<file path="src/hw/pcc_consts.svh">
// register offsets, field positions, reset values and the control write mask
`ifndef PCC_CONSTS_SVH
`define PCC_CONSTS_SVH
`define PCC_ADDR_CTRL 8'hF8
`define PCC_ADDR_PINCFG 8'hF9
`define PCC_ADDR_STATUS 8'hFA
`define PCC_ADDR_MASK 8'hFB
`define PCC_ADDR_CAPLO 8'hFC
`define PCC_ADDR_CAPHI 8'hFD
`define PCC_ADDR_CNTLO 8'hFE
`define PCC_ADDR_CNTHI 8'hFF
`define PCC_CTRL_RESET 8'h00
`define PCC_CTRL_WMASK 8'hFB
`define PCC_BIT_PRE_MSB 4
`define PCC_BIT_PRE_MID 7
`define PCC_BIT_PRE_LSB 6
`define PCC_BIT_CNT_EN 5
`define PCC_BIT_CAP_IE 3
`define PCC_PINCFG_RESET 2'h0
`define PCC_ST_CAPTURE 0
`define PCC_ST_WRAP 1
`define PCC_ST_WIDTH 2
`endif

</file>
<file path="src/hw/pcc_pkg.sv">
// types shared by the pwm counter and capture control block
package pcc_pkg;
	typedef enum logic [1:0] {
		PCC_CAP_OFF,
		PCC_CAP_FALL,
		PCC_CAP_RISE,
		PCC_CAP_BOTH
	} pcc_cap_mode_t;
	typedef enum logic [1:0] {
		PCC_PIN_IN0,
		PCC_PIN_IN1,
		PCC_PIN_OD,
		PCC_PIN_PP
	} pcc_pin_mode_t;
endpackage

</file>
<file path="src/hw/pcc_ctrl.sv">
// pwm counter and capture control unit with register port and interrupt
//
// The address-and-strobe port was left to the implementer.
`timescale 1ns/1ns
`include "pcc_consts.svh"
module pcc_ctrl #(
	parameter int CNT_W = 16
) (
	input wire logic clk_sys,
	input wire logic sys_rst,
	input wire logic [7:0] addr,
	input wire logic [7:0] wdata,
	input wire logic wr,
	input wire logic rd,
	output logic [7:0] rdata,
	input wire logic capture_in,
	input wire logic pwm_level,
	input wire logic fifth_pulse_in,
	output logic fifth_pulse_out,
	output logic fifth_pulse_oe,
	output logic fifth_pulse_pin_level,
	output logic irq
);
	logic [7:0] ctrl;
	logic [7:0] next_ctrl;
	logic [1:0] pincfg;
	logic [1:0] next_pincfg;
	logic [`PCC_ST_WIDTH-1:0] status;
	logic [`PCC_ST_WIDTH-1:0] next_status;
	logic [`PCC_ST_WIDTH-1:0] mask;
	logic [`PCC_ST_WIDTH-1:0] next_mask;
	logic [CNT_W-1:0] count;
	logic [CNT_W-1:0] next_count;
	logic [CNT_W-1:0] cap_val;
	logic [CNT_W-1:0] next_cap_val;
	logic [7:0] next_rdata;
	logic cap_s1, cap_s2, cap_prev;
	logic pin_s1, pin_s2;
	logic next_out, next_oe, next_irq;
	logic [2:0] pre_code;
	logic cnt_en, cap_ie, tick, cap_event, wrap_event;
	pcc_pkg::pcc_cap_mode_t cap_mode;
	pcc_pkg::pcc_pin_mode_t pin_mode;
	logic [`PCC_ST_WIDTH-1:0] events;

	// field decode of the control register
	assign pre_code = {ctrl[`PCC_BIT_PRE_MSB], ctrl[`PCC_BIT_PRE_MID],
		ctrl[`PCC_BIT_PRE_LSB]};
	assign cnt_en = ctrl[`PCC_BIT_CNT_EN];
	assign cap_ie = ctrl[`PCC_BIT_CAP_IE];
	assign cap_mode = pcc_pkg::pcc_cap_mode_t'(ctrl[1:0]);
	assign pin_mode = pcc_pkg::pcc_pin_mode_t'(pincfg);

	pcc_prescaler #(.PRE_W(3)) u_pre (
		.clk_sys(clk_sys),
		.sys_rst(sys_rst),
		.run(cnt_en),
		.code(pre_code),
		.tick(tick)
	);

	// pin inputs pass two flops; the edge detector compares the second with a third flop, cap_prev
	always_ff @(posedge clk_sys or posedge sys_rst) begin
		if (sys_rst) begin
			cap_s1 <= 1'b0;
			cap_s2 <= 1'b0;
			cap_prev <= 1'b0;
			pin_s1 <= 1'b0;
			pin_s2 <= 1'b0;
		end else begin
			cap_s1 <= capture_in;
			cap_s2 <= cap_s1;
			cap_prev <= cap_s2;
			pin_s1 <= fifth_pulse_in;
			pin_s2 <= pin_s1;
		end
	end

	// capture edge select
	always_comb begin
		case (cap_mode)
			pcc_pkg::PCC_CAP_FALL: cap_event = cap_prev & ~cap_s2;
			pcc_pkg::PCC_CAP_RISE: cap_event = ~cap_prev & cap_s2;
			pcc_pkg::PCC_CAP_BOTH: cap_event = cap_prev ^ cap_s2;
			default: cap_event = 1'b0;
		endcase
	end

	// counter wraps to zero at all ones; wrap is reported as an event
	assign wrap_event = tick & cnt_en & (&count);
	// capture only raises its status bit with the interrupt enable set
	assign events = {wrap_event, cap_event & cap_ie};

	// register writes, counter and capture; a set beats a same-cycle clear
	always_comb begin
		next_ctrl = ctrl;
		next_pincfg = pincfg;
		next_mask = mask;
		next_status = status;
		next_count = count;
		next_cap_val = cap_val;
		if (wr) begin
			case (addr)
				`PCC_ADDR_CTRL: next_ctrl = wdata & `PCC_CTRL_WMASK;
				`PCC_ADDR_PINCFG: next_pincfg = wdata[1:0];
				`PCC_ADDR_MASK: next_mask = wdata[`PCC_ST_WIDTH-1:0];
				`PCC_ADDR_STATUS: next_status = status & ~wdata[`PCC_ST_WIDTH-1:0];
				default: ;
			endcase
		end
		next_status = next_status | events;
		if (tick && cnt_en) begin
			next_count = count + 1'b1;
		end
		if (cap_event) begin
			next_cap_val = count;
		end
	end

	// read mux: data stand in the cycle after the strobe only
	always_comb begin
		next_rdata = 8'h00;
		if (rd) begin
			case (addr)
				`PCC_ADDR_CTRL: next_rdata = ctrl;
				`PCC_ADDR_PINCFG: next_rdata = {6'h00, pincfg};
				`PCC_ADDR_STATUS: next_rdata = {6'h00, status};
				`PCC_ADDR_MASK: next_rdata = {6'h00, mask};
				`PCC_ADDR_CAPLO: next_rdata = cap_val[7:0];
				`PCC_ADDR_CAPHI: next_rdata = cap_val[CNT_W-1:CNT_W-8];
				`PCC_ADDR_CNTLO: next_rdata = count[7:0];
				`PCC_ADDR_CNTHI: next_rdata = count[CNT_W-1:CNT_W-8];
				default: next_rdata = 8'h00;
			endcase
		end
	end

	// fifth pin: open-drain only pulls low, push-pull drives the level
	always_comb begin
		next_out = 1'b0;
		next_oe = 1'b0;
		case (pin_mode)
			pcc_pkg::PCC_PIN_OD: begin
				next_out = 1'b0;
				next_oe = ~pwm_level;
			end
			pcc_pkg::PCC_PIN_PP: begin
				next_out = pwm_level;
				next_oe = 1'b1;
			end
			default: begin
				next_out = 1'b0;
				next_oe = 1'b0;
			end
		endcase
		next_irq = |(next_status & next_mask);
	end

	always_ff @(posedge clk_sys or posedge sys_rst) begin
		if (sys_rst) begin
			ctrl <= `PCC_CTRL_RESET;
			pincfg <= `PCC_PINCFG_RESET;
			status <= '0;
			mask <= '0;
			count <= '0;
			cap_val <= '0;
			rdata <= 8'h00;
			fifth_pulse_out <= 1'b0;
			fifth_pulse_oe <= 1'b0;
			fifth_pulse_pin_level <= 1'b0;
			irq <= 1'b0;
		end else begin
			ctrl <= next_ctrl;
			pincfg <= next_pincfg;
			status <= next_status;
			mask <= next_mask;
			count <= next_count;
			cap_val <= next_cap_val;
			rdata <= next_rdata;
			fifth_pulse_out <= next_out;
			fifth_pulse_oe <= next_oe;
			fifth_pulse_pin_level <= pin_s2;
			irq <= next_irq;
		end
	end

	// bit 2 of the control register never holds a one
	a_bit2_unused: assert property (@(posedge clk_sys) disable iff (sys_rst)
		!ctrl[2]) else $error("unused control bit set");

	// counter stands still with the enable clear
	a_count_hold: assert property (@(posedge clk_sys) disable iff (sys_rst)
		!cnt_en |=> count == $past(count)) else $error("counter moved while off");

	// divide by code plus one: ticks spaced code plus one cycles
	a_tick_spacing: assert property (@(posedge clk_sys) disable iff (sys_rst)
		(tick && cnt_en && pre_code == 3'h7 && $stable(ctrl)) |=>
		(!tick)[*7] ##1 (tick || !cnt_en || !$stable(ctrl)))
		else $error("prescale spacing wrong");

	// undivided code ticks every cycle
	a_tick_full: assert property (@(posedge clk_sys) disable iff (sys_rst)
		(cnt_en && pre_code == 3'h0 && $past(cnt_en) && $past(pre_code) == 3'h0
		&& $past(cnt_en, 2)) |-> tick) else $error("no tick at divide one");

	// rising only mode never captures on a falling edge
	a_cap_rise: assert property (@(posedge clk_sys) disable iff (sys_rst)
		(cap_mode == pcc_pkg::PCC_CAP_RISE && cap_prev && !cap_s2) |-> !cap_event)
		else $error("capture on wrong edge");

	// capture disabled: captured value stays put
	a_cap_off: assert property (@(posedge clk_sys) disable iff (sys_rst)
		cap_mode == pcc_pkg::PCC_CAP_OFF |=> cap_val == $past(cap_val))
		else $error("capture while disabled");

	// capture status needs the interrupt enable
	a_cap_status: assert property (@(posedge clk_sys) disable iff (sys_rst)
		(cap_event && cap_ie) |=> status[`PCC_ST_CAPTURE])
		else $error("capture status not set");

	// pin drive follows the configuration one cycle later
	a_pin_drive: assert property (@(posedge clk_sys) disable iff (sys_rst)
		(pin_mode == pcc_pkg::PCC_PIN_PP) |=>
		(fifth_pulse_oe && fifth_pulse_out == $past(pwm_level)))
		else $error("push-pull pin not driven");

	// input codes leave the pin undriven
	a_pin_input: assert property (@(posedge clk_sys) disable iff (sys_rst)
		!pincfg[1] |=> !fifth_pulse_oe) else $error("input pin driven");

	// open-drain only pulls low, and only while the pwm level is low
	a_od_drive: assert property (@(posedge clk_sys) disable iff (sys_rst)
		(pin_mode == pcc_pkg::PCC_PIN_OD) |=>
		(!fifth_pulse_out && fifth_pulse_oe == !$past(pwm_level)))
		else $error("open-drain pin drive wrong");

	// pin code writes land the cycle after the strobe
	a_pincfg_write: assert property (@(posedge clk_sys) disable iff (sys_rst)
		(wr && addr == `PCC_ADDR_PINCFG) |=> pincfg == $past(wdata[1:0]))
		else $error("pin code write lost");

	// falling only mode never captures on a rising edge
	a_cap_fall: assert property (@(posedge clk_sys) disable iff (sys_rst)
		(cap_mode == pcc_pkg::PCC_CAP_FALL && !cap_prev && cap_s2) |-> !cap_event)
		else $error("capture on wrong edge");

	// both edges mode takes every change of the synchronised input
	a_cap_both: assert property (@(posedge clk_sys) disable iff (sys_rst)
		(cap_mode == pcc_pkg::PCC_CAP_BOTH && cap_prev != cap_s2) |-> cap_event)
		else $error("edge missed in both mode");

	// a captured edge stores the counter value of that very cycle
	a_cap_value: assert property (@(posedge clk_sys) disable iff (sys_rst)
		cap_event |=> cap_val == $past(count))
		else $error("captured value wrong");

	// without the interrupt enable a capture cannot raise its status bit
	a_cap_gate: assert property (@(posedge clk_sys) disable iff (sys_rst)
		(!cap_ie && !status[`PCC_ST_CAPTURE]) |=> !status[`PCC_ST_CAPTURE])
		else $error("capture status set while disabled");

	// a counted tick moves the counter by exactly one
	a_count_step: assert property (@(posedge clk_sys) disable iff (sys_rst)
		(tick && cnt_en) |=> count == $past(count) + 1'b1)
		else $error("counter step wrong");

	// prescaler goes quiet one cycle after the enable drops
	a_tick_idle: assert property (@(posedge clk_sys) disable iff (sys_rst)
		!cnt_en |=> !tick) else $error("tick while counter off");

	// counter rolls over to zero at all ones and reports the wrap
	a_wrap_event: assert property (@(posedge clk_sys) disable iff (sys_rst)
		(tick && cnt_en && (&count)) |=> (count == '0 && status[`PCC_ST_WRAP]))
		else $error("wrap not reported");

	// control writes land with the unused bit masked off
	a_ctrl_write: assert property (@(posedge clk_sys) disable iff (sys_rst)
		(wr && addr == `PCC_ADDR_CTRL) |=> ctrl == ($past(wdata) & `PCC_CTRL_WMASK))
		else $error("control write wrong");

	// control reads return the register with bit 2 as zero
	a_ctrl_read: assert property (@(posedge clk_sys) disable iff (sys_rst)
		(rd && addr == `PCC_ADDR_CTRL) |=> (rdata == $past(ctrl) && !rdata[2]))
		else $error("control read wrong");

	// status reads show the sticky bits in the low positions
	a_status_read: assert property (@(posedge clk_sys) disable iff (sys_rst)
		(rd && addr == `PCC_ADDR_STATUS) |=> rdata == {6'h00, $past(status)})
		else $error("status read wrong");

	// read data stand one cycle only, zero otherwise
	a_rdata_idle: assert property (@(posedge clk_sys) disable iff (sys_rst)
		!rd |=> rdata == 8'h00) else $error("read data without strobe");

	// writing a one clears the capture bit when no new event lands
	a_status_clear: assert property (@(posedge clk_sys) disable iff (sys_rst)
		(wr && addr == `PCC_ADDR_STATUS && wdata[`PCC_ST_CAPTURE]
		&& !events[`PCC_ST_CAPTURE]) |=> !status[`PCC_ST_CAPTURE])
		else $error("status bit not cleared");

	// a same-cycle event beats the clear so no capture is lost
	a_set_wins: assert property (@(posedge clk_sys) disable iff (sys_rst)
		(wr && addr == `PCC_ADDR_STATUS && events[`PCC_ST_CAPTURE])
		|=> status[`PCC_ST_CAPTURE]) else $error("clear beat the event");

	// interrupt is a level: high while any unmasked status bit is set
	a_irq_level: assert property (@(posedge clk_sys) disable iff (sys_rst)
		irq == |(status & mask)) else $error("interrupt level wrong");
endmodule // pcc_ctrl

</file>
<file path="src/hw/pcc_prescaler.sv">
// counter clock prescaler: one tick every code plus one cycles
`timescale 1ns/1ns
`include "pcc_consts.svh"
module pcc_prescaler #(
	parameter int PRE_W = 3
) (
	input wire logic clk_sys,
	input wire logic sys_rst,
	input wire logic run,
	input wire logic [PRE_W-1:0] code,
	output logic tick
);
	logic [PRE_W-1:0] div_cnt;
	logic [PRE_W-1:0] next_div_cnt;
	logic next_tick;

	// count up to code, then tick and restart; held at zero when stopped
	always_comb begin
		next_div_cnt = '0;
		next_tick = 1'b0;
		if (run) begin
			if (div_cnt >= code) begin
				next_tick = 1'b1;
			end else begin
				next_div_cnt = div_cnt + 1'b1;
			end
		end
	end

	always_ff @(posedge clk_sys or posedge sys_rst) begin
		if (sys_rst) begin
			div_cnt <= '0;
			tick <= 1'b0;
		end else begin
			div_cnt <= next_div_cnt;
			tick <= next_tick;
		end
	end
endmodule // pcc_prescaler

</file>
<file path="config.mk">
export PLATFORM = sky130hd
export DESIGN_NAME = pcc_ctrl
export DESIGN_NICKNAME = d
export VERILOG_FILES = /design/src/hw/pcc_pkg.sv /design/src/hw/pcc_ctrl.sv /design/src/hw/pcc_prescaler.sv
export VERILOG_INCLUDE_DIRS = /design/src /design/src/hw
export SDC_FILE = /design/constraint.sdc
export NUM_CORES = 1
export LEC_CHECK = 0
export BUFFER_PORTS_ARGS = -buffer_cell sky130_fd_sc_hd__buf_2
export CAP_MARGIN = 20
export CORE_MARGIN = 2
export CORE_UTILIZATION = 45
export DETAILED_ROUTE_END_ITERATION = 6
export SLEW_MARGIN = 20
export SYNTH_ARGS = -nofsm -noshare
export SYNTH_HDL_FRONTEND = slang
export SYNTH_SLANG_ARGS = --single-unit
</file>
<file path="constraint.sdc">
create_clock -name clk_sys -period 2.02 [get_ports clk_sys]
set_input_delay 0.101 -clock clk_sys [delete_from_list [all_inputs] [get_ports clk_sys]]
set_output_delay 0.101 -clock clk_sys [all_outputs]
set_load 0.005 [all_outputs]
</file>
==> metrics.cfg <==
[drt]
drt_iter0_drc=94
viasPerCell=5.28
drc_errors=0
routed_wirelength_um=5790
vias=1987
wl_per_cell_um=15.4
dr.pass1.iters=4
ant_nets=0

[critical_path]
cp.arrival_ns=2.13
worst_ep_required_time_ns=2.24
r2r_slack_ns=0.10
crit_path_start=cap_s2
worstSetupEndpoint=irq
r2r_cells=7
crit-reg2reg-launch=cap_s2
worstSetupPathType=flop to flop
endpoint_kind=flop
cp_max_fo=17
reg2reg_to=irq
cp-start-kind=flop

[pwr]
totalPowerFinal_mw=2.46
power_leakage_nw=1.76
vdd_drop_max_mv=0.393
power.density_nw_per_um2=697

[global_routing]
gr-total-overflow=0
grt_max_degree=67
grt_pass1_wl_um=9800
grt_pass1_vias=1930
grt_antenna_before_repair=0
grt_use_total=0.176

[floorplanning]
coreArea_um2=6390
die-width_um=85.4
dieArea_um2=7300
die-height_um=85.4
initial_core_util=0.467
io_pins=35
rows=29

[job]
drv_cap=0

[clocking]
clkLatencyLatePin_ns=0.33
htree_levels=3
cts_root_buf=clkbuf_8
cts_setup_buffers=0
cts_tree=built
cts.clk_slew.worst_paths_ns=0.07
ctsLongestPathBuffers=2
cts_buffers=9
clock_sinks=66

[sta]
rsz0062_at_grt=false
fmax_mhz=521
worst_hold_slack_ns=0.0562
slew_headroom=0.348
final.period_utilization=0.950
hold_violations=0
min_period_ns=1.92
setup_viol_count_final=0
fin_tns_setup_ns=0
drv_slew=0
fin_ws_ns=0.101
finClkSkew_ns=0.00369
worst_pin_slew_ns=0.978

[synthesis]
synth_top_family_by_area=multiplexers
ys_seq_area_frac=0.553
syn-num-nets=271
yosysWarnings=0
async_reset_ff_frac=1.00
synth_compound_area_frac=0.0629
yosys.area_share.xor_xnor=0.0470
ys_ff_latch=66
syn_area_um2=2980
syn_inst=241
synthAdderAreaFrac=0.0294
avgSynthCellArea_um2=12.4
yosys.cell_types.count=38
synthFlopType=dfrtp_1
synth_edf_count=0
muxShareOfSynthArea=0.152
yosys.area_share.simple=0.136

[layout]
antennaDiodeCount=0
drive_gt1_frac=0.304
layout_commonest_cell=dfrtp_1
area_delta_synth_final_pct=18.5
stdcell_count=376
nNetsFinal=325
layout_common_cells=dfrtp_1 (66), buf_2 (33), mux2_2 (29)

[run_status]
outcome=complete, no violations

[place]
pre_cts_ws_ns=0.111
port_buffers=33
dpl.cell_count=352
gp_congestion=0.756
dp_hpwl_um=4010

[min_path]
hp-class=input pin to flop

[area by class of cell]
class                           instances  area (µm²)
Fill cell                             575        2850
Sequential cell                        66        1650
Multi-Input combinational cell        162        1280
Timing Repair Buffer                   48         313
Clock buffer                           12         155
Tap cell                               77        96.3
Inverter                                8        30.0
Clock inverter                          3        15.0
[synth_stat cells, types with 4 or more instances]
| cell | n | share of area |
|---|---|---|
| a21oi_1 | 8 | 0.013 |
| a22o_1 | 5 | 0.015 |
| and3_1 | 4 | 0.0084 |
| dfrtp_1 | 66 | 0.55 |
| ha_1 | 7 | 0.029 |
| inv_1 | 8 | 0.010 |
| mux2_2 | 29 | 0.11 |
| mux2i_1 | 6 | 0.020 |
| nand2_1 | 21 | 0.026 |
| nand4_1 | 9 | 0.019 |
| nor2_1 | 19 | 0.024 |
| o21ai_0 | 6 | 0.010 |
| xnor2_1 | 12 | 0.035 |
| xor2_1 | 4 | 0.012 |
[repair_timing]
item	4_1_cts	5_1_grt
setup endpoints to repair	0	0
resized for setup	0	0
endpoints found under the hold margin	74	0
hold buffers	9	0
[metrics by stage]
step                cell area, µm²  utilization
floorplan                     2980            -
global placement              3280        0.513
detailed placement            3280        0.513
CTS                           3540        0.554
global route                  3540        0.554
finish                        3540        0.554
[cells by family (layout without fill, tap and decap cells)]
family	Yosys count	in the layout
DFF	66	66
and+or+nand+nor	72	72
AOI/OAI and AO/OA	29	29
buffers and inverters	13	71
xor gates and xnor gates	16	16
muxes	38	38
adders and majority gates	7	7
[flip-flops by register name, summed over array words and instances (netlist names), 2 cells and up]
name	count
cap_val	16
count	16
ctrl	7
mask	2
pin_mode	2
rdata	8
status	2
u_pre.div_cnt	3
[routing by layer]
| metal | global-route usage | up-vias | wire length [µm] |
|---|---|---|---|
| met1 | 0.251 | 977 | 2860 |
| met5 | 0 | - | 0 |
| met4 | 0.0779 | 0 | 101 |
| li1 | - | 964 | - |
| met2 | 0.257 | 36 | 2600 |
| met3 | 0.0389 | 10 | 221 |
[critical path: stages, from the launching register on]
cell,delay (ns)
dfrtp_1,0.37
inv_1,0.05
ha_1,0.28
nor2b_1,0.05
o21ai_1,0.16
o21ai_2,0.29
a22o_1,0.35
a22o_1,0.25
[worst min-delay path by stage]
stage	start	to	slack, ns	depth (start not counted)
floorplan	capture_in	cap_s1	0.13	0
global placement	sys_rst	cap_val[0]	0.21	3
detailed placement	sys_rst	pin_s1	0.21	3
CTS	wdata[0]	pin_mode[0]	0.04	2
global route	wdata[0]	pin_mode[0]	0.05	2
finish	wdata[0]	pin_mode[0]	0.06	2
[power breakdown]
part           switching [mW]  internal [mW]
Sequential             0.0137           1.34
Clock                   0.458          0.499
Combinational          0.0853         0.0653
Note: power is estimated with default switching activity, not from simulation.
